### config.mk
export PLATFORM = sky130hd
export DESIGN_NAME = pafs_port_alternate_function_select
export DESIGN_NICKNAME = d
export VERILOG_FILES = /design/src/pafs_pkg.sv /design/src/pafs_port_alternate_function_select.sv
export VERILOG_INCLUDE_DIRS = /design/src
export SDC_FILE = /design/constraint.sdc
export NUM_CORES = 1
export LEC_CHECK = 0
export ABC_CLOCK_PERIOD_IN_PS = 2500
export BUFFER_PORTS_ARGS = -buffer_cell sky130_fd_sc_hd__buf_4
export CAP_MARGIN = 20
export CORE_UTILIZATION = 48
export DETAILED_ROUTE_END_ITERATION = 8
export GPL_ROUTABILITY_DRIVEN = 0
export PLACE_DENSITY = 0.84
export SYNTH_ARGS = -nofsm -noshare
export SYNTH_HDL_FRONTEND = slang
export SYNTH_SLANG_ARGS = --single-unit
export TNS_END_PERCENT = 30
### constraint.sdc
create_clock -name clk_sys -period 2.5 [get_ports clk_sys]
set_input_delay 0.125 -clock clk_sys [delete_from_list [all_inputs] [get_ports clk_sys]]
set_output_delay 0.125 -clock clk_sys [all_outputs]
set_load 0.02 [all_outputs]
### src/pafs_defs.svh
`ifndef PAFS_DEFS_SVH
`define PAFS_DEFS_SVH

`define PAFS_OFS_P0_LATCH    8'h00
`define PAFS_OFS_P0_DIR      8'h04
`define PAFS_OFS_P0_MODE     8'h08
`define PAFS_OFS_P0_FSEL     8'h0c
`define PAFS_OFS_P0_FEXT     8'h10
`define PAFS_OFS_P1_LATCH    8'h14
`define PAFS_OFS_P1_DIR      8'h18
`define PAFS_OFS_P3_LATCH    8'h1c
`define PAFS_OFS_P3_DIR      8'h20
`define PAFS_OFS_P3_MODE     8'h24
`define PAFS_OFS_P3_FSEL     8'h28
`define PAFS_OFS_P3_FEXT     8'h2c
`define PAFS_OFS_DEBUG       8'h30
`define PAFS_OFS_P0_LEVEL    8'h34
`define PAFS_OFS_P1_LEVEL    8'h38
`define PAFS_OFS_P3_LEVEL    8'h3c

`define PAFS_RST_PORT        8'h00
`define PAFS_RST_DEBUG       1'b0

`define PAFS_P0_MODE_MASK    8'h7c
`define PAFS_P0_FSEL_MASK    8'h1c
`define PAFS_P0_FEXT_MASK    8'h18
`define PAFS_P3_MODE_MASK    8'h0f
`define PAFS_P3_FSEL_MASK    8'h0f
`define PAFS_P3_FEXT_MASK    8'h04
`define PAFS_P1_ANALOG_MASK  8'h03

`define PAFS_BIT_NMI         2
`define PAFS_BIT_IRQ0        3
`define PAFS_BIT_IRQ1        4
`define PAFS_BIT_IRQ2        5
`define PAFS_BIT_IRQ3        6
`define PAFS_BIT_TXD         0
`define PAFS_BIT_RXD         1
`define PAFS_BIT_SCK         2
`define PAFS_BIT_TMR1        3

`define PAFS_SEL_00          2'b00
`define PAFS_SEL_01          2'b01
`define PAFS_SEL_10          2'b10
`define PAFS_SEL_11          2'b11

`define PAFS_HTRANS_NONSEQ   2'b10
`define PAFS_RX_IDLE         1'b1

`endif

### src/pafs_pkg.sv
package pafs_pkg;

    // Signals from on-chip peripherals towards the pins
    typedef struct packed {
        logic oneHertzClockOut;
        logic clockDividerOutput;
        logic clockCalibrationOutput;
        logic asyncTransmitOut;
        logic clockedSerialOutCh4;
        logic clockedSerialClockCh4Out;
        logic clockedSerialClockCh4Oe;
        logic timerOut0;
        logic timerOut1;
    } pafs_to_pins_t;

    // Signals from the pins towards on-chip peripherals
    typedef struct packed {
        logic nmiInput;
        logic upperAddressBit21;
        logic externalIrq0;
        logic converterTriggerInput;
        logic externalIrq1;
        logic externalIrq2;
        logic debugResetInput;
        logic externalIrq3;
        logic asyncReceiveIn;
        logic externalIrq7;
        logic clockedSerialInCh4;
        logic asyncSerialClockIn;
        logic clockedSerialClockCh4In;
        logic timerCaptureIn0;
        logic timerCaptureIn1;
    } pafs_from_pins_t;

    typedef struct packed {
        logic [7:0] level;
        logic [7:0] enable;
    } pafs_pin_drive_t;

endpackage

### src/pafs_port_alternate_function_select.sv
// Operation
// RULE1: Alternate routing only when mode bit is 1; latch and direction then ignored.
// RULE2: NMI pin with mode 1: select 0 gives NMI, 1 gives address bit 21.
// RULE3: Port 0 pin 3: 00 irq0, 01 converter trigger, 11 one-hertz clock.
// RULE4: Port 0 pin 4: 00 irq1, 01 divider output, 10 calibration output.
// RULE5: Port 0 pin 5: mode 1 gives irq2; debug takeover forces debug reset.
// RULE6: Port 0 pin 6: mode 1 gives irq3, no select bits.
// RULE7: Port 1 pins 0,1 present analog outputs when direction bit is 1.
// RULE8: Software keeps neighbour port level steady during analog output.
// RULE9: Port 3 pin 0 mode 1: select 0 transmit, 1 channel 4 data out.
// RULE10: Port 3 pin 1 mode 1: select 0 receive and irq7, 1 channel 4 in.
// RULE11: Software disables irq7 edge detection while pin serves as receive input.
// RULE12: Software disables the receiver while pin serves as irq7.
// RULE13: Port 3 pin 2: 00 async clock, 01 ch4 clock, 10 capture0, 11 timer0.
// RULE14: Port 3 pin 3 mode 1: select 0 capture1, select 1 timer output 1.
// RULE15: Mode bit 0: plain port, direction enables driver, latch gives level.
`timescale 1ns/1ps
`include "pafs_defs.svh"

module pafs_port_alternate_function_select
    import pafs_pkg::*;
(
    input  wire logic            clk_sys,
    input  wire logic            sys_rst,
    input  wire logic            hsel,
    input  wire logic [31:0]     haddr,
    input  wire logic [1:0]      htrans,
    input  wire logic            hwrite,
    input  wire logic [2:0]      hsize,
    input  wire logic [31:0]     hwdata,
    input  wire logic            hready,
    output logic                 hreadyout,
    output logic                 hresp,
    output logic [31:0]          hrdata,
    input  wire logic [7:0]      p0PinIn,
    input  wire logic [7:0]      p1PinIn,
    input  wire logic [7:0]      p3PinIn,
    output pafs_pin_drive_t      p0Drive,
    output pafs_pin_drive_t      p1Drive,
    output pafs_pin_drive_t      p3Drive,
    output logic [1:0]           analogOutEnable,
    input  wire pafs_to_pins_t   toPins,
    output pafs_from_pins_t      fromPins
);

    logic [7:0]      p0Latch;
    logic [7:0]      p0Dir;
    logic [7:0]      p0Mode;
    logic [7:0]      p0Fsel;
    logic [7:0]      p0Fext;
    logic [7:0]      p1Latch;
    logic [7:0]      p1Dir;
    logic [7:0]      p3Latch;
    logic [7:0]      p3Dir;
    logic [7:0]      p3Mode;
    logic [7:0]      p3Fsel;
    logic [7:0]      p3Fext;
    logic            debugTakeover;
    logic            wrPend;
    logic [7:0]      wrAddr;
    logic [23:0]     pinMeta;
    logic [23:0]     pinSync;
    logic [7:0]      p0Level;
    logic [7:0]      p1Level;
    logic [7:0]      p3Level;
    logic            addrPhase;
    logic [7:0]      wrData;
    logic [7:0]      next_p0Latch;
    logic [7:0]      next_p0Dir;
    logic [7:0]      next_p0Mode;
    logic [7:0]      next_p0Fsel;
    logic [7:0]      next_p0Fext;
    logic [7:0]      next_p1Latch;
    logic [7:0]      next_p1Dir;
    logic [7:0]      next_p3Latch;
    logic [7:0]      next_p3Dir;
    logic [7:0]      next_p3Mode;
    logic [7:0]      next_p3Fsel;
    logic [7:0]      next_p3Fext;
    logic            next_debugTakeover;
    logic [7:0]      next_readData;
    pafs_pin_drive_t next_p0Drive;
    pafs_pin_drive_t next_p1Drive;
    pafs_pin_drive_t next_p3Drive;
    pafs_from_pins_t next_fromPins;

    // Pins are asynchronous to clk_sys: two flops before any use
    genvar gi;
    generate
        for (gi = 0; gi < 24; gi++) begin : gSync
            always_ff @(posedge clk_sys) begin
                if (sys_rst) begin
                    pinMeta[gi] <= 1'b0;
                    pinSync[gi] <= 1'b0;
                end else begin
                    pinMeta[gi] <= (gi < 8) ? p0PinIn[gi % 8] :
                                   (gi < 16) ? p1PinIn[gi % 8] : p3PinIn[gi % 8];
                    pinSync[gi] <= pinMeta[gi];
                end
            end
        end
    endgenerate

    assign p0Level = pinSync[7:0];
    assign p1Level = pinSync[15:8];
    assign p3Level = pinSync[23:16];

    assign addrPhase = hsel && hready && (htrans == `PAFS_HTRANS_NONSEQ);
    assign wrData    = hwdata[7:0];

    // Bus slave: zero wait states, always OKAY
    always_ff @(posedge clk_sys) begin
        if (sys_rst) begin
            hreadyout <= 1'b0;
            hresp     <= 1'b0;
        end else begin
            hreadyout <= 1'b1;
            hresp     <= 1'b0;
        end
    end

    always_ff @(posedge clk_sys) begin
        if (sys_rst) begin
            wrPend <= 1'b0;
            wrAddr <= 8'h00;
        end else if (hready) begin
            wrPend <= addrPhase && hwrite;
            wrAddr <= haddr[7:0];
        end
    end

    // Register write decode; unused select bits are held at zero
    always_comb begin
        next_p0Latch       = p0Latch;
        next_p0Dir         = p0Dir;
        next_p0Mode        = p0Mode;
        next_p0Fsel        = p0Fsel;
        next_p0Fext        = p0Fext;
        next_p1Latch       = p1Latch;
        next_p1Dir         = p1Dir;
        next_p3Latch       = p3Latch;
        next_p3Dir         = p3Dir;
        next_p3Mode        = p3Mode;
        next_p3Fsel        = p3Fsel;
        next_p3Fext        = p3Fext;
        next_debugTakeover = debugTakeover;
        if (wrPend) begin
            case (wrAddr)
                `PAFS_OFS_P0_LATCH: next_p0Latch = wrData;
                `PAFS_OFS_P0_DIR:   next_p0Dir   = wrData;
                `PAFS_OFS_P0_MODE:  next_p0Mode  = wrData & `PAFS_P0_MODE_MASK;
                `PAFS_OFS_P0_FSEL:  next_p0Fsel  = wrData & `PAFS_P0_FSEL_MASK;
                `PAFS_OFS_P0_FEXT:  next_p0Fext  = wrData & `PAFS_P0_FEXT_MASK;
                `PAFS_OFS_P1_LATCH: next_p1Latch = wrData;
                `PAFS_OFS_P1_DIR:   next_p1Dir   = wrData;
                `PAFS_OFS_P3_LATCH: next_p3Latch = wrData;
                `PAFS_OFS_P3_DIR:   next_p3Dir   = wrData;
                `PAFS_OFS_P3_MODE:  next_p3Mode  = wrData & `PAFS_P3_MODE_MASK;
                `PAFS_OFS_P3_FSEL:  next_p3Fsel  = wrData & `PAFS_P3_FSEL_MASK;
                `PAFS_OFS_P3_FEXT:  next_p3Fext  = wrData & `PAFS_P3_FEXT_MASK;
                `PAFS_OFS_DEBUG:    next_debugTakeover = wrData[0];
                default: ;
            endcase
        end
    end

    always_ff @(posedge clk_sys) begin
        if (sys_rst) begin
            p0Latch       <= `PAFS_RST_PORT;
            p0Dir         <= `PAFS_RST_PORT;
            p0Mode        <= `PAFS_RST_PORT;
            p0Fsel        <= `PAFS_RST_PORT;
            p0Fext        <= `PAFS_RST_PORT;
            p1Latch       <= `PAFS_RST_PORT;
            p1Dir         <= `PAFS_RST_PORT;
            p3Latch       <= `PAFS_RST_PORT;
            p3Dir         <= `PAFS_RST_PORT;
            p3Mode        <= `PAFS_RST_PORT;
            p3Fsel        <= `PAFS_RST_PORT;
            p3Fext        <= `PAFS_RST_PORT;
            debugTakeover <= `PAFS_RST_DEBUG;
        end else begin
            p0Latch       <= next_p0Latch;
            p0Dir         <= next_p0Dir;
            p0Mode        <= next_p0Mode;
            p0Fsel        <= next_p0Fsel;
            p0Fext        <= next_p0Fext;
            p1Latch       <= next_p1Latch;
            p1Dir         <= next_p1Dir;
            p3Latch       <= next_p3Latch;
            p3Dir         <= next_p3Dir;
            p3Mode        <= next_p3Mode;
            p3Fsel        <= next_p3Fsel;
            p3Fext        <= next_p3Fext;
            debugTakeover <= next_debugTakeover;
        end
    end

    // Read mux uses next_ values so a write just before a read is seen
    always_comb begin
        case (haddr[7:0])
            `PAFS_OFS_P0_LATCH: next_readData = next_p0Latch;
            `PAFS_OFS_P0_DIR:   next_readData = next_p0Dir;
            `PAFS_OFS_P0_MODE:  next_readData = next_p0Mode;
            `PAFS_OFS_P0_FSEL:  next_readData = next_p0Fsel;
            `PAFS_OFS_P0_FEXT:  next_readData = next_p0Fext;
            `PAFS_OFS_P1_LATCH: next_readData = next_p1Latch;
            `PAFS_OFS_P1_DIR:   next_readData = next_p1Dir;
            `PAFS_OFS_P3_LATCH: next_readData = next_p3Latch;
            `PAFS_OFS_P3_DIR:   next_readData = next_p3Dir;
            `PAFS_OFS_P3_MODE:  next_readData = next_p3Mode;
            `PAFS_OFS_P3_FSEL:  next_readData = next_p3Fsel;
            `PAFS_OFS_P3_FEXT:  next_readData = next_p3Fext;
            `PAFS_OFS_DEBUG:    next_readData = {7'h00, next_debugTakeover};
            `PAFS_OFS_P0_LEVEL: next_readData = p0Level;
            `PAFS_OFS_P1_LEVEL: next_readData = p1Level;
            `PAFS_OFS_P3_LEVEL: next_readData = p3Level;
            default:            next_readData = 8'h00;
        endcase
    end

    always_ff @(posedge clk_sys) begin
        if (sys_rst) begin
            hrdata <= 32'h0000_0000;
        end else if (addrPhase && !hwrite) begin
            hrdata <= {24'h00_0000, next_readData};
        end
    end

    // Pin selection
    always_comb begin
        next_fromPins = '0;
        next_fromPins.asyncReceiveIn = `PAFS_RX_IDLE;
        next_p0Drive.level  = p0Latch; // see RULE15
        next_p0Drive.enable = p0Dir & ~p0Mode; // see RULE15 see RULE1
        next_p1Drive.level  = p1Latch; // see RULE15
        next_p1Drive.enable = p1Dir & ~`PAFS_P1_ANALOG_MASK; // see RULE7
        next_p3Drive.level  = p3Latch; // see RULE15
        next_p3Drive.enable = p3Dir & ~p3Mode; // see RULE15 see RULE1
        if (p0Mode[`PAFS_BIT_NMI]) begin // see RULE2
            if (p0Fsel[`PAFS_BIT_NMI]) begin
                next_fromPins.upperAddressBit21 = p0Level[`PAFS_BIT_NMI];
            end else begin
                next_fromPins.nmiInput = p0Level[`PAFS_BIT_NMI];
            end
        end
        if (p0Mode[`PAFS_BIT_IRQ0]) begin // see RULE3
            case ({p0Fext[`PAFS_BIT_IRQ0], p0Fsel[`PAFS_BIT_IRQ0]})
                `PAFS_SEL_00: next_fromPins.externalIrq0 = p0Level[`PAFS_BIT_IRQ0];
                `PAFS_SEL_01: next_fromPins.converterTriggerInput = p0Level[`PAFS_BIT_IRQ0];
                `PAFS_SEL_11: begin
                    next_p0Drive.level[`PAFS_BIT_IRQ0]  = toPins.oneHertzClockOut;
                    next_p0Drive.enable[`PAFS_BIT_IRQ0] = 1'b1;
                end
                default: ;
            endcase
        end
        if (p0Mode[`PAFS_BIT_IRQ1]) begin // see RULE4
            case ({p0Fext[`PAFS_BIT_IRQ1], p0Fsel[`PAFS_BIT_IRQ1]})
                `PAFS_SEL_00: next_fromPins.externalIrq1 = p0Level[`PAFS_BIT_IRQ1];
                `PAFS_SEL_01: begin
                    next_p0Drive.level[`PAFS_BIT_IRQ1]  = toPins.clockDividerOutput;
                    next_p0Drive.enable[`PAFS_BIT_IRQ1] = 1'b1;
                end
                `PAFS_SEL_10: begin
                    next_p0Drive.level[`PAFS_BIT_IRQ1]  = toPins.clockCalibrationOutput;
                    next_p0Drive.enable[`PAFS_BIT_IRQ1] = 1'b1;
                end
                default: ;
            endcase
        end
        // Debug takeover wins over every port bit of this pin
        if (debugTakeover) begin // see RULE5
            next_fromPins.debugResetInput       = p0Level[`PAFS_BIT_IRQ2];
            next_p0Drive.enable[`PAFS_BIT_IRQ2] = 1'b0;
        end else if (p0Mode[`PAFS_BIT_IRQ2]) begin
            next_fromPins.externalIrq2 = p0Level[`PAFS_BIT_IRQ2];
        end
        if (p0Mode[`PAFS_BIT_IRQ3]) begin // see RULE6
            next_fromPins.externalIrq3 = p0Level[`PAFS_BIT_IRQ3];
        end
        if (p3Mode[`PAFS_BIT_TXD]) begin // see RULE9
            next_p3Drive.enable[`PAFS_BIT_TXD] = 1'b1;
            next_p3Drive.level[`PAFS_BIT_TXD]  = p3Fsel[`PAFS_BIT_TXD] ?
                toPins.clockedSerialOutCh4 : toPins.asyncTransmitOut;
        end
        // Receiver and irq7 both see the pin; software silences one of them
        if (p3Mode[`PAFS_BIT_RXD]) begin // see RULE10 see RULE11 see RULE12
            if (p3Fsel[`PAFS_BIT_RXD]) begin
                next_fromPins.clockedSerialInCh4 = p3Level[`PAFS_BIT_RXD];
            end else begin
                next_fromPins.asyncReceiveIn = p3Level[`PAFS_BIT_RXD];
                next_fromPins.externalIrq7   = p3Level[`PAFS_BIT_RXD];
            end
        end
        if (p3Mode[`PAFS_BIT_SCK]) begin // see RULE13
            case ({p3Fext[`PAFS_BIT_SCK], p3Fsel[`PAFS_BIT_SCK]})
                `PAFS_SEL_00: next_fromPins.asyncSerialClockIn = p3Level[`PAFS_BIT_SCK];
                `PAFS_SEL_01: begin
                    next_fromPins.clockedSerialClockCh4In = p3Level[`PAFS_BIT_SCK];
                    next_p3Drive.level[`PAFS_BIT_SCK]  = toPins.clockedSerialClockCh4Out;
                    next_p3Drive.enable[`PAFS_BIT_SCK] = toPins.clockedSerialClockCh4Oe;
                end
                `PAFS_SEL_10: next_fromPins.timerCaptureIn0 = p3Level[`PAFS_BIT_SCK];
                default: begin
                    next_p3Drive.level[`PAFS_BIT_SCK]  = toPins.timerOut0;
                    next_p3Drive.enable[`PAFS_BIT_SCK] = 1'b1;
                end
            endcase
        end
        if (p3Mode[`PAFS_BIT_TMR1]) begin // see RULE14
            if (p3Fsel[`PAFS_BIT_TMR1]) begin
                next_p3Drive.level[`PAFS_BIT_TMR1]  = toPins.timerOut1;
                next_p3Drive.enable[`PAFS_BIT_TMR1] = 1'b1;
            end else begin
                next_fromPins.timerCaptureIn1 = p3Level[`PAFS_BIT_TMR1];
            end
        end
    end

    // Registered outputs cost one cycle of latency but keep pins glitch free
    always_ff @(posedge clk_sys) begin
        if (sys_rst) begin
            p0Drive         <= '0;
            p1Drive         <= '0;
            p3Drive         <= '0;
            analogOutEnable <= 2'b00;
            fromPins        <= '{asyncReceiveIn: `PAFS_RX_IDLE, default: 1'b0};
        end else begin
            p0Drive         <= next_p0Drive;
            p1Drive         <= next_p1Drive;
            p3Drive         <= next_p3Drive;
            analogOutEnable <= p1Dir[1:0]; // see RULE7
            fromPins        <= next_fromPins;
        end
    end

endmodule

Yosys cells after proc, flatten, opt, wreduce, memory -nomap -nowiden:

Cells that the tools add are included.
W data, S select, Z words.

* bits of input ports: 107
* register bits: 228
* output and inout bits: 99

* reductions and logical operators: 27
* equal/unequal tests: 34
* muxes and demuxes: 47
* bitwise gates (word level): 21

Operators by type and width (count)
* $mux W8: 24
* $pmux W8 S16: 1
* $eq A8 B6 Y1 const B: 13
* $eq A8 B5 Y1 const B: 8
* $reduce_or A3 Y1: 12
* $eq A8 B4 Y1 const B: 4
* $mux W1: 19
* $not A1 Y1: 17
* $and A8 B8 Y8: 2
* $eq A8 B3 Y1 const B: 2
* $logic_not A8 Y1: 2
* $not A8 Y8: 2
* $reduce_or A2 Y1: 5
* $eq A2 B2 Y1 const B: 4
* $eq A2 B1 Y1 const B: 3
* $logic_not A2 Y1: 3
* $pmux W1 S2: 3
* $logic_and A1 B1 Y1: 4
* $logic_not A1 Y1: 1

Longest topological paths before layout:

Gate-level depths: netlist of the first run.

* word-level depth: 4
* mapped depth: 8

Least setup slack after synthesis of the first run:

OpenSTA, ideal clock, no wires.

* kind: reg-to-reg
* from: register wrAddr[0]
* to: register hrdata[6]
* library setup time: 0.132 ns
* arrival: 2.189 ns
* stages on the path, launching flop included: 7
* period minus slack after synthesis: 2.321 ns
* slack: 0.179 ns
* data required time: 2.368 ns
* path through: dfxtp_1 > or4b_2 > nor3_4 > mux2i_1 > o22ai_1 > a2111oi_2 > a31oi_1

* longest elaborated chain between the ends: 4
* elaborated cells on any way between the ends: 37
* classes of those cells: eq/ne (11); mux (25); reduce/logical (1)

RTL lines
* from (decl): line pafs_port_alternate_function_select.sv:60 `logic [7:0] wrAddr;`
* from (signal assigned): line pafs_port_alternate_function_select.sv:128 `wrAddr <= haddr[7:0];`
* $eq A8 B6 Y1 (tied with other cells): line pafs_port_alternate_function_select.sv:148 `case (wrAddr)`
* $mux W8: line pafs_port_alternate_function_select.sv:148
* $mux W8: line pafs_port_alternate_function_select.sv:147 `if (wrPend) begin`
* $pmux W8 S16 *: line pafs_port_alternate_function_select.sv:201 `case (haddr[7:0])`
* to (signal assigned): line pafs_port_alternate_function_select.sv:226 `hrdata <= {24'h00_0000, next_readData};`
* to (decl): line pafs_port_alternate_function_select.sv:34 `output logic [31:0] hrdata,`

Every way passes the cells marked *; elsewhere a longest branch is shown, timed or not.
A chain may end at the register's enable or synchronous reset.

Worst setup path after layout of the first run:

* from: register wrAddr[2]
* to: register hrdata[2]

Same word-level chain as after synthesis.

==> impl_metrics.py, run 1 <==
metrics = {
    "route": {
        "ant_nets": 0,
        "initialDrtViolationCount": 738,
        "via_count": 6654,
        "drc_errors": 0,
        "dr.pass1.iters": 6,
        "wl_per_cell_um": 18.25,
        "wl_mm": 22.30,
        "routed_via_density": 5.445,
    },
    "sta": {
        "slew-limit-headroom": 0.4219,
        "worst_slew_pin_slew_ns": 0.8672,
        "finalSetupViolations": 1,
        "slew_violations": 0,
        "fin_skew_ns": 0.01448,
        "tns_ns": -0.0002325,
        "period_minus_slack_ns": 2.500,
        "finalHoldViolCount": 0,
        "finalCritPeriodShare": 1.000,
        "fmax_ghz": 0.4000,
        "fin_ws_ns": -0.0002325,
    },
    "logic_synthesis": {
        "syn_inst": 794,
        "seq_area_frac_synth": 0.5508,
        "ys.flop_type": "dfxtp_1",
        "syn_area_per_cell_um2": 10.35,
        "yosysUniqueCellTypes": 55,
        "async_flop_share": 0,
        "syn_area_um2": 8214,
        "synth-edff-count": 0,
        "ys.warnings.count": 0,
        "ys_seq_elements": 226,
    },
    "cts": {
        "clk_latency_ns": 0.51,
        "clk_pin_slew_worst_paths_ns": 0.06,
        "root_buffer": "clkbuf_16",
        "numCtsBuffers": 22,
        "htreeDepth": 1,
        "cts_tree": "done",
        "clock-sinks": 226,
        "ctsLongestPathBuffers": 3,
    },
    "worst_hold_path": {
        "hold_end": "wrAddr[0]",
        "worstHoldPathType": "in2reg",
        "holdCritStartpoint": "hready",
        "hold_depth": 3,
    },
    "setup_path": {
        "arrival_ns": 2.88,
        "r2r_slack_ns": -0.0002,
        "crit_path_end_kind": "flop",
        "worstRegToRegCells": 8,
        "worstPathCellList": "or4bb_1 > buf_4 > nor3_1 > buf_4 > mux2i_1 > o22ai_1 > nor3b_2 > a31oi_1",
        "crit_family": "simple AND/OR/NAND/NOR gates",
        "slowest_delay_ns": 0.53,
        "cp-start-kind": "flop",
        "required_ns": 2.88,
        "cp_num_buf_inv": 2,
        "slowest_stage": "or4bb_1",
        "r2r_end": "hrdata[2]",
        "path_class": "reg2reg",
        "path_max_fanout": 5,
        "path_common_cell": "buf_4",
        "r2r-start": "wrAddr[2]",
    },
    "power": {
        "irDropWorstVdd_v": 0.0005442,
        "p_leak_nw": 4.445,
        "powerDensity_nw_per_um2": 703.0,
        "p_total_mw": 7.579,
    },
    "layout": {
        "final_cells": 1222,
        "fin_nets": 1097,
        "syn2layout_area_growth_pct": 31.26,
        "drive_above_1_share": 0.2305,
        "fin_util": 0.6478,
        "num_antenna_cells": 0,
    },
    "placement": {
        "dp_hpwl_mm": 14.78,
        "io_buffers": 127,
        "preCtsSetupSlack_ns": -0.07259,
        "dpl.cell_count": 1137,
    },
    "floorplan": {
        "dieHeight_um": 132.8,
        "rows": 47,
        "fp.coreArea_um2": 16640,
        "die-area_um2": 17640,
        "ioPinCount": 206,
        "start_util": 0.4936,
        "die_x_um": 132.8,
    },
    "global_routing": {
        "grt_pass1_wl_mm": 34.10,
        "grt_pass1_vias": 6470,
        "antenna_found_initial": 0,
        "grt_max_degree": 144,
        "grt_overflow": 0,
        "grt_util_all_layers": 0.2469,
    },
    "run_status": {
        "violations": "negative setup slack",
        "status": "finished, violations left",
    },
    "job": {
        "max-cap-violations": 0,
    },
}
==> where the power goes <==
part	internal (mW)	switching, mW	total (mW)
sequential	3.65	0.0201	3.67
clock	2.18	1.36	3.54
combinational	0.162	0.210	0.372
==> routing by layer <==
layer  part of all wire  wire length (um)  vias to the layer above  track usage
met1               0.40              8810                     3070       0.3072
met5                  0                 0                        -            0
met4              0.050              1107                        0       0.1347
met2               0.47             10390                      420       0.3988
met3              0.089              1987                       91      0.05326
li1                   -                 -                     3073            -
==> cell type report <==
type	instances	area, um2
Multi-Input combinational cell	523	3482
Inverter	4	15.01
Timing Repair Buffer	210	1707
Clock buffer	31	635.6
Fill cell	1258	5861
Sequential cell	226	4524
Tap cell	220	275.3
Clock inverter	8	142.6
==> registers in the layout (all words and copies together) (netlist names), 14 cells and up <==
register,cells
p0Drive,16
pinMeta,24
fromPins,15
p1Drive,14
p3Drive,16
==> synth_stat cells (5+ instances only) <==
| library cell | n | area share |
|---|---|---|
| a222oi_1 | 6 | 0.0073 |
| nor3b_1 | 17 | 0.016 |
| o22ai_1 | 26 | 0.020 |
| nor4b_1 | 5 | 0.0053 |
| dfxtp_1 | 226 | 0.55 |
| nor3_1 | 5 | 0.0030 |
| buf_1 | 6 | 0.0027 |
| nor2b_1 | 76 | 0.058 |
| o21ai_0 | 9 | 0.0055 |
| buf_4 | 27 | 0.025 |
| mux2i_1 | 86 | 0.10 |
| a21oi_1 | 16 | 0.0097 |
| buf_2 | 5 | 0.0030 |
| nand2_1 | 31 | 0.014 |
| and2_1 | 20 | 0.015 |
| nand3_1 | 6 | 0.0037 |
| clkbuf_1 | 27 | 0.012 |
| and3_1 | 10 | 0.0076 |
| a31oi_1 | 6 | 0.0046 |
| nor2_1 | 108 | 0.049 |
| a22oi_1 | 5 | 0.0046 |
==> through the flow <==
stage / cell area [um2] / hold WS, ns
2_1_floorplan: 8312 / 0.2532
5_1_grt: 10780 / 0.02497
4_1_cts: 10700 / -0.04625
3_3_place_gp: 9457 / 0.3391
3_5_place_dp: 9457 / 0.3391
6_report: 10780 / 0.007743
==> kinds of logic (layout without fill, tap and decap cells) <==
logic type,Yosys count,count (layout),share of synthesized area
AND/OR/NAND/NOR,317,317,0.2151
flip-flops,226,226,0.5508
AO/OA/AOI/OAI,88,88,0.07419
multiplexers,88,88,0.1075
buffers and inverters,71,253,0.04737
adder cells (fa/ha/maj),3,3,0.004570
other,1,27,0.0004565
==> cell usage in the layout, fill, tap and decap left out, types with 4 or more instances in the layout <==
cell	Yosys	final
nor3b_1	17	16
conb_1	1	27
and3_1	10	10
bufinv_16	0	4
clkbuf_1	27	5
a222oi_1	6	6
nor3_1	5	5
o21ai_0	9	9
inv_1	4	4
dfxtp_1	226	226
and2_1	20	20
nor3_4	4	4
nor2_1	108	106
buf_4	27	163
nor2b_1	76	76
a31oi_1	6	6
nand4_1	4	4
nor4_1	4	4
nand3_1	6	6
nor4b_1	5	5
nand2b_1	4	4
o22ai_1	26	26
dlygate4sd3_1	0	44
a22oi_1	5	5
clkbuf_16	0	23
mux2i_1	86	79
mux2i_2	0	5
nand2_1	31	31
a21oi_1	16	16
==> repair_timing <==
item                                   4_1_cts  5_1_grt
endpoints found under the hold margin       62        0
resized for setup                            4       18
hold buffers                                44        0
setup endpoints to repair                    4       10
setup buffers                                1        1
pin swaps                                    1        3
==> how the worst max path moves through the flow <==
stage / to / from / depth (start not counted)
2_1_floorplan: hrdata[6] / wrAddr[0] / 6
3_3_place_gp: hrdata[7] / wrPend / 6
3_5_place_dp: hrdata[7] / wrPend / 6
4_1_cts: hrdata[5] / wrAddr[0] / 7
5_1_grt: hrdata[2] / wrAddr[2] / 8
6_report: hrdata[2] / wrAddr[2] / 8
==> worst register-to-register path: stages (launching register included) <==
cell and delay (ns):
dfxtp_1 0.41, or4bb_1 0.53, buf_4 0.16, nor3_1 0.33, buf_4 0.20, mux2i_1 0.25, o22ai_1 0.17, nor3b_2 0.23
a31oi_1 0.11
No activity file was read; power rests on OpenSTA's default activity.
==> run 2, diff against run 1 <==
--- a/config.mk
+++ b/config.mk
@@ -9,10 +9,10 @@
 export ABC_CLOCK_PERIOD_IN_PS = 2500
 export BUFFER_PORTS_ARGS = -buffer_cell sky130_fd_sc_hd__buf_4
 export CAP_MARGIN = 20
-export CORE_UTILIZATION = 48
+export CORE_UTILIZATION = 38
 export DETAILED_ROUTE_END_ITERATION = 8
 export GPL_ROUTABILITY_DRIVEN = 0
-export PLACE_DENSITY = 0.84
+export PLACE_DENSITY = 0.71
 export SYNTH_ARGS = -nofsm -noshare
 export SYNTH_HDL_FRONTEND = slang
 export SYNTH_SLANG_ARGS = --single-unit
==> run 2 against run 1 <==
The flow now finishes without violations. Critical endpoint unchanged. Clock power increased by 3%. Die area increased by 26%. Global-route usage is 5.0 points lower. Combinational power grew 3%.
==> impl_metrics.py, run 2 (synthesized netlist as in run 1, its figures left out) <==
metrics = {
    "layout": {
        "fin_util": 0.5212,
        "drive_above_1_share": 0.2353,
        "layout_common_cells": "dfxtp_1, buf_4, nor2_1",
        "regMostFlops": "pinMeta",
        "largest_reg_flops": 24,
        "stdcell_area_um2": 10990,
        "reg.largest.list": "pinMeta: 24 flops, p0Drive: 16 flops, p3Drive: 16 flops",
        "fin_nets": 1113,
        "num_antenna_cells": 0,
        "final_cells": 1295,
        "layout_commonest_cell": "dfxtp_1",
        "ff_latch_area_um2": 4526,
        "nFillCells": 1820,
        "syn2layout_area_growth_pct": 33.82,
        "multiInputGateArea_um2": 3467,
    },
    "global_routing": {
        "grt_pass1_vias": 6246,
        "antenna_found_initial": 0,
        "grt_max_degree": 68,
        "grt_util_all_layers": 0.1974,
        "grt_overflow": 0,
        "grt_pass1_wl_mm": 33.89,
    },
    "power": {
        "irDropWorstVdd_v": 0.0004622,
        "p_leak_nw": 4.513,
        "powerDensity_nw_per_um2": 700.0,
        "p_total_mw": 7.694,
    },
    "worst_hold_path": {
        "holdCritStartpoint": "hwdata[3]",
        "hold_end": "p3Fsel[3]",
        "hold_depth": 3,
        "worstHoldPathType": "in2reg",
    },
    "setup_path": {
        "required_ns": 2.89,
        "path_class": "reg2reg",
        "r2r-start": "wrAddr[5]",
        "arrival_ns": 2.82,
        "path_max_fanout": 6,
        "r2r_slack_ns": 0.06,
        "cp-start-kind": "flop",
        "crit_path_end_kind": "flop",
        "worstRegToRegCells": 7,
        "r2r_end": "hrdata[2]",
    },
    "sta": {
        "finalHoldViolCount": 0,
        "finalCritPeriodShare": 0.9743,
        "slew_violations": 0,
        "period_minus_slack_ns": 2.436,
        "fin_skew_ns": 0.008987,
        "fmax_ghz": 0.4105,
        "finalSetupViolations": 0,
        "worst_slew_pin_slew_ns": 0.8919,
        "fin_ws_ns": 0.06414,
        "tns_ns": 0,
        "slew-limit-headroom": 0.4054,
        "fin_hold_ws_ns": 0.01153,
    },
    "route": {
        "initialDrtViolationCount": 435,
        "ant_nets": 0,
        "wl_mm": 22.48,
        "via_count": 6559,
        "drc_errors": 0,
        "wl_per_cell_um": 17.36,
        "routed_via_density": 5.065,
        "dr.pass1.iters": 5,
    },
    "placement": {
        "preCtsSetupSlack_ns": 0.008300,
        "dp_hpwl_mm": 15.74,
        "placed_area_um2": 9573,
        "dpl.cell_count": 1200,
        "io_buffers": 127,
    },
    "floorplan": {
        "start_util": 0.3895,
        "dieHeight_um": 149.0,
        "die_x_um": 149.0,
        "die-area_um2": 22210,
        "fp.coreArea_um2": 21090,
        "rows": 53,
        "ioPinCount": 206,
    },
    "cts": {
        "clock-sinks": 226,
        "clk_pin_slew_worst_paths_ns": 0.06,
        "cts_tree": "done",
        "numCtsBuffers": 24,
        "ctsLongestPathBuffers": 3,
        "root_buffer": "clkbuf_16",
        "htreeDepth": 1,
        "clk_latency_ns": 0.51,
    },
    "run_status": {
        "status": "complete, no violations",
    },
    "job": {
        "max-cap-violations": 0,
    },
}
==> run 2: worst max-delay path by stage <==
stage / start / endpoint
3_3_place_gp: wrAddr[0] / hrdata[0]
2_1_floorplan: wrAddr[0] / hrdata[6]
4_1_cts: wrAddr[0] / hrdata[0]
5_1_grt: wrAddr[2] / hrdata[5]
3_5_place_dp: wrAddr[0] / hrdata[0]
6_report: wrAddr[5] / hrdata[2]
==> run 2: critical path, cell delays in order (launching register included) <==
cell and delay, ns:
dfxtp_1 0.32, or4b_4 0.56, buf_4 0.19, or3_1 0.35
nor2b_4 0.18, a222oi_1 0.38, nor3b_1 0.24, a31oi_1 0.10
==> run 2: layout make-up <==
| cell class | count | area share |
|---|---|---|
| tap | 275 | 0.03130 |
| clock inverter | 8 | 0.01116 |
| clock buffer | 35 | 0.06397 |
| timing repair buffer | 224 | 0.1651 |
| inverter | 4 | 0.001366 |
| sequential | 226 | 0.4117 |
| multi-input combinational | 523 | 0.3154 |
==> run 2: repair_timing <==
| action | 4_1_cts | 5_1_grt |
|---|---|---|
| hold buffers | 50 | 0 |
| setup endpoints to repair | 0 | 8 |
| gates resized for setup | 0 | 19 |
| buffers inserted | 0 | 2 |
| endpoints found under the hold margin | 68 | 0 |
==> run 2: per-layer routing <==
layer  wire length (um)  track usage
met5                  0            0
met3               1824      0.03639
met2              10260       0.3256
met4                631      0.06684
met1               9766       0.2587
==> run 2: where the power goes <==
part | leakage [nW] | internal [mW] | total (mW) | switching (mW)
combinational | 2.29 | 0.173 | 0.385 | 0.212
sequential | 1.83 | 3.65 | 3.67 | 0.0205
clock | 0.395 | 2.26 | 3.64 | 1.38
==> run 3, diff against run 2 <==
--- a/config.mk
+++ b/config.mk
@@ -6,13 +6,14 @@
 export SDC_FILE = /design/constraint.sdc
 export NUM_CORES = 1
 export LEC_CHECK = 0
-export ABC_CLOCK_PERIOD_IN_PS = 2500
+export ABC_AREA = 1
+export ABC_CLOCK_PERIOD_IN_PS = 3100
 export BUFFER_PORTS_ARGS = -buffer_cell sky130_fd_sc_hd__buf_4
 export CAP_MARGIN = 20
 export CORE_UTILIZATION = 38
 export DETAILED_ROUTE_END_ITERATION = 8
 export GPL_ROUTABILITY_DRIVEN = 0
-export PLACE_DENSITY = 0.71
+export PLACE_DENSITY = 0.68
 export SYNTH_ARGS = -nofsm -noshare
 export SYNTH_HDL_FRONTEND = slang
 export SYNTH_SLANG_ARGS = --single-unit
==> constraint.sdc (replaced) <==
create_clock -name clk_sys -period 3.1 [get_ports clk_sys]
set_input_delay 0.155 -clock clk_sys [delete_from_list [all_inputs] [get_ports clk_sys]]
set_output_delay 0.155 -clock clk_sys [all_outputs]
set_load 0.02 [all_outputs]
==> run 3 against run 2 <==
Sequential power down 19%. Sequential share of layout area down 2.1 points. Synthesized cell count up 59%. Hold slack gained 0.014 ns. Cell count is 36% higher. First-iteration DRC count increased by 34%.
==> impl_metrics.py, run 3 <==
metrics = {
    "global_routing": {
        "grt_util_all_layers": 0.2071,
        "grt_overflow": 0,
        "grt_pass1_wl_mm": 39.15,
        "antenna_found_initial": 0,
        "grt_max_degree": 130,
        "grt_pass1_vias": 7502,
    },
    "sta": {
        "finalSetupViolations": 0,
        "fin_skew_ns": 0.009870,
        "slew_violations": 0,
        "fin_hold_ws_ns": 0.02524,
        "finalCritPeriodShare": 0.7831,
        "period_minus_slack_ns": 2.428,
        "rsz0062_at_grt": "no",
        "tns_ns": 0,
        "slew-limit-headroom": 0.5034,
        "worst_slew_pin_slew_ns": 0.7441,
        "finalHoldViolCount": 0,
        "fmax_ghz": 0.4119,
    },
    "logic_synthesis": {
        "synth.most_common_cell": "nand2_1",
        "synth-edff-count": 0,
        "synth_largest_area_cell": "dfxtp_1",
        "synth-compound-area-share": 0.02810,
        "ys_top_cells_by_area": "dfxtp_1, nand3_1, nand2_1",
        "syn_inst": 1261,
        "synthAdderAreaFrac": 0.004112,
        "synth_top_area_share": 0.4956,
        "synth_common_cells": "nand2_1, nor2_1, dfxtp_1",
        "yosysUniqueCellTypes": 31,
        "syn_area_per_cell_um2": 7.239,
        "ys_seq_elements": 226,
        "ys.flop_type": "dfxtp_1",
        "synth_top_family_by_area": "simple AND/OR/NAND/NOR gates",
        "muxShareOfSynthArea": 0,
        "synthXorXnorAreaFrac": 0,
        "yosys.area_share.simple": 0.3569,
        "syn_area_um2": 9129,
        "seq_area_frac_synth": 0.4956,
        "async_flop_share": 0,
        "ys.warnings.count": 0,
    },
    "floorplan": {
        "fp.coreArea_um2": 23540,
        "ioPinCount": 206,
        "die_x_um": 157.0,
        "start_util": 0.3878,
        "rows": 56,
        "dieHeight_um": 157.0,
        "die-area_um2": 24650,
    },
    "setup_path": {
        "crit_path_end_kind": "flop",
        "required_ns": 3.48,
        "path_class": "reg2reg",
        "cp-start-kind": "flop",
        "arrival_ns": 2.80,
        "path_max_fanout": 15,
    },
    "layout": {
        "layout_commonest_cell": "nand2_1",
        "stdcell_area_um2": 11580,
        "num_antenna_cells": 0,
        "syn2layout_area_growth_pct": 26.82,
        "drive_above_1_share": 0.1557,
        "nFillCells": 2321,
        "fin_nets": 1532,
        "largest_reg_flops": 24,
        "layout_common_cells": "nand2_1, nor2_1, dfxtp_1",
        "fin_util": 0.4918,
        "reg.largest.list": "pinMeta: 24 flops, p0Drive: 16 flops, p3Drive: 16 flops",
        "regMostFlops": "pinMeta",
    },
    "cts": {
        "cts_resized": 0,
        "clk_pin_slew_worst_paths_ns": 0.06,
        "numCtsBuffers": 24,
        "cts_setup_buffers": 0,
        "clk_latency_ns": 0.52,
        "clock-sinks": 226,
        "postCtsHoldBufs": 47,
        "root_buffer": "clkbuf_16",
        "htreeDepth": 1,
        "cts_tree": "done",
        "ctsLongestPathBuffers": 3,
    },
    "power": {
        "power.internal_mw": 5.044,
        "p_clk_frac": 0.488,
        "p_leak_nw": 5.364,
        "combPwrFrac": 0.052,
        "powerDensity_nw_per_um2": 556.5,
        "irDropWorstVdd_v": 0.0003933,
        "p_sw_mw": 1.398,
        "pwr-share-seq": 0.460,
        "p_sw_frac": 0.2170,
    },
    "placement": {
        "placed_area_um2": 10230,
        "io_buffers": 127,
        "dp_hpwl_mm": 17.53,
    },
    "route": {
        "via_count": 8257,
        "ant_nets": 0,
        "wl_per_cell_um": 14.41,
        "drc_errors": 0,
        "routed_via_density": 4.697,
        "initialDrtViolationCount": 585,
        "dr.pass1.iters": 5,
        "wl_mm": 25.33,
    },
    "job": {
        "max-cap-violations": 0,
    },
    "worst_hold_path": {
        "worstHoldPathType": "in2reg",
    },
    "run_status": {
        "status": "complete, no violations",
    },
}
-- run 3: changes by cell type in the layout (fill, tap and decap cells not counted), moves of 76 or more --
cell / change
inv_1: +149
mux2i_1: -81
nand2_1: +220
nand3_1: +196
nor2_1: +122
nor2b_1: -76
-- run 3: kinds of logic (layout without fill, tap and decap cells) --
logic type	after synthesis	in the layout
adders and majority gates	3	3
DFF	226	226
buffers and inverters	237	389
and+or+nand+nor	745	745
AOI/OAI and AO/OA	49	49
other	1	27
-- run 3: layout make-up --
class,instances,area [um2],area share
clock buffers,31,688.2,0.05944
flip-flops and latches,226,4524,0.3908
repair buffers,183,1508,0.1302
clock inverters,12,192.7,0.01664
well taps,319,399.1,0.03448
multi-input cells,824,3654,0.3156
inverters,163,611.8,0.05285
-- run 3: power by group through the flow --
stage | registers, mW | logic [mW] | clock network (mW)
3_3_place_gp | 3.03 | 0.284 | 0
2_1_floorplan | 3.02 | 0.204 | 0
3_5_place_dp | 3.03 | 0.287 | 0
5_1_grt | 2.96 | 0.368 | 3.31
4_1_cts | 2.96 | 0.335 | 3.20
6_report | 2.96 | 0.338 | 3.14
-- run 3: critical path, cell delays in order, from the launching register on --
cell and delay [ns]:
dfxtp_1 0.40, nand3_1 0.12, nor2_2 0.57, nand2_1 0.50, nand3_1 0.18, nand2_1 0.06
inv_1 0.05, nand2_1 0.09, nor2_1 0.13, nand3_1 0.08, nand2_1 0.07, a21oi_1 0.06
-- run 3: path summary, 6_finish.rpt --
path | startpoint | end | slack [ns] | cells after the start
worst min register to register | pinMeta[15] | p1Level[7] | 0.40 | 2
worst min-delay path | toPins[6] | p0Drive[12] | 0.03 | 3
worst max register to register | wrPend | hrdata[4] | 0.67 | 11
worst max-delay path | wrPend | hrdata[4] | 0.67 | 11
-- run 3: per-layer routing --
| layer | routed length [um] | vias to the layer above | global-route usage |
|---|---|---|---|
| li1 | - | 4172 | - |
| met1 | 10630 | 3679 | 0.2574 |
| met2 | 11810 | 347 | 0.3501 |
| met3 | 1924 | 59 | 0.03937 |
| met4 | 973 | 0 | 0.08590 |
| met5 | 0 | - | 0 |
-- run 3: per-stage QoR --
step,power [mW],setup WS [ns],cells
after floorplan,3.226,1.601,1287
after global placement,3.309,0.7431,1668
after detailed placement,3.314,0.7232,1668
after CTS,6.493,0.7072,1758
after global routing,6.644,0.4372,1758
final,6.442,0.6724,1758
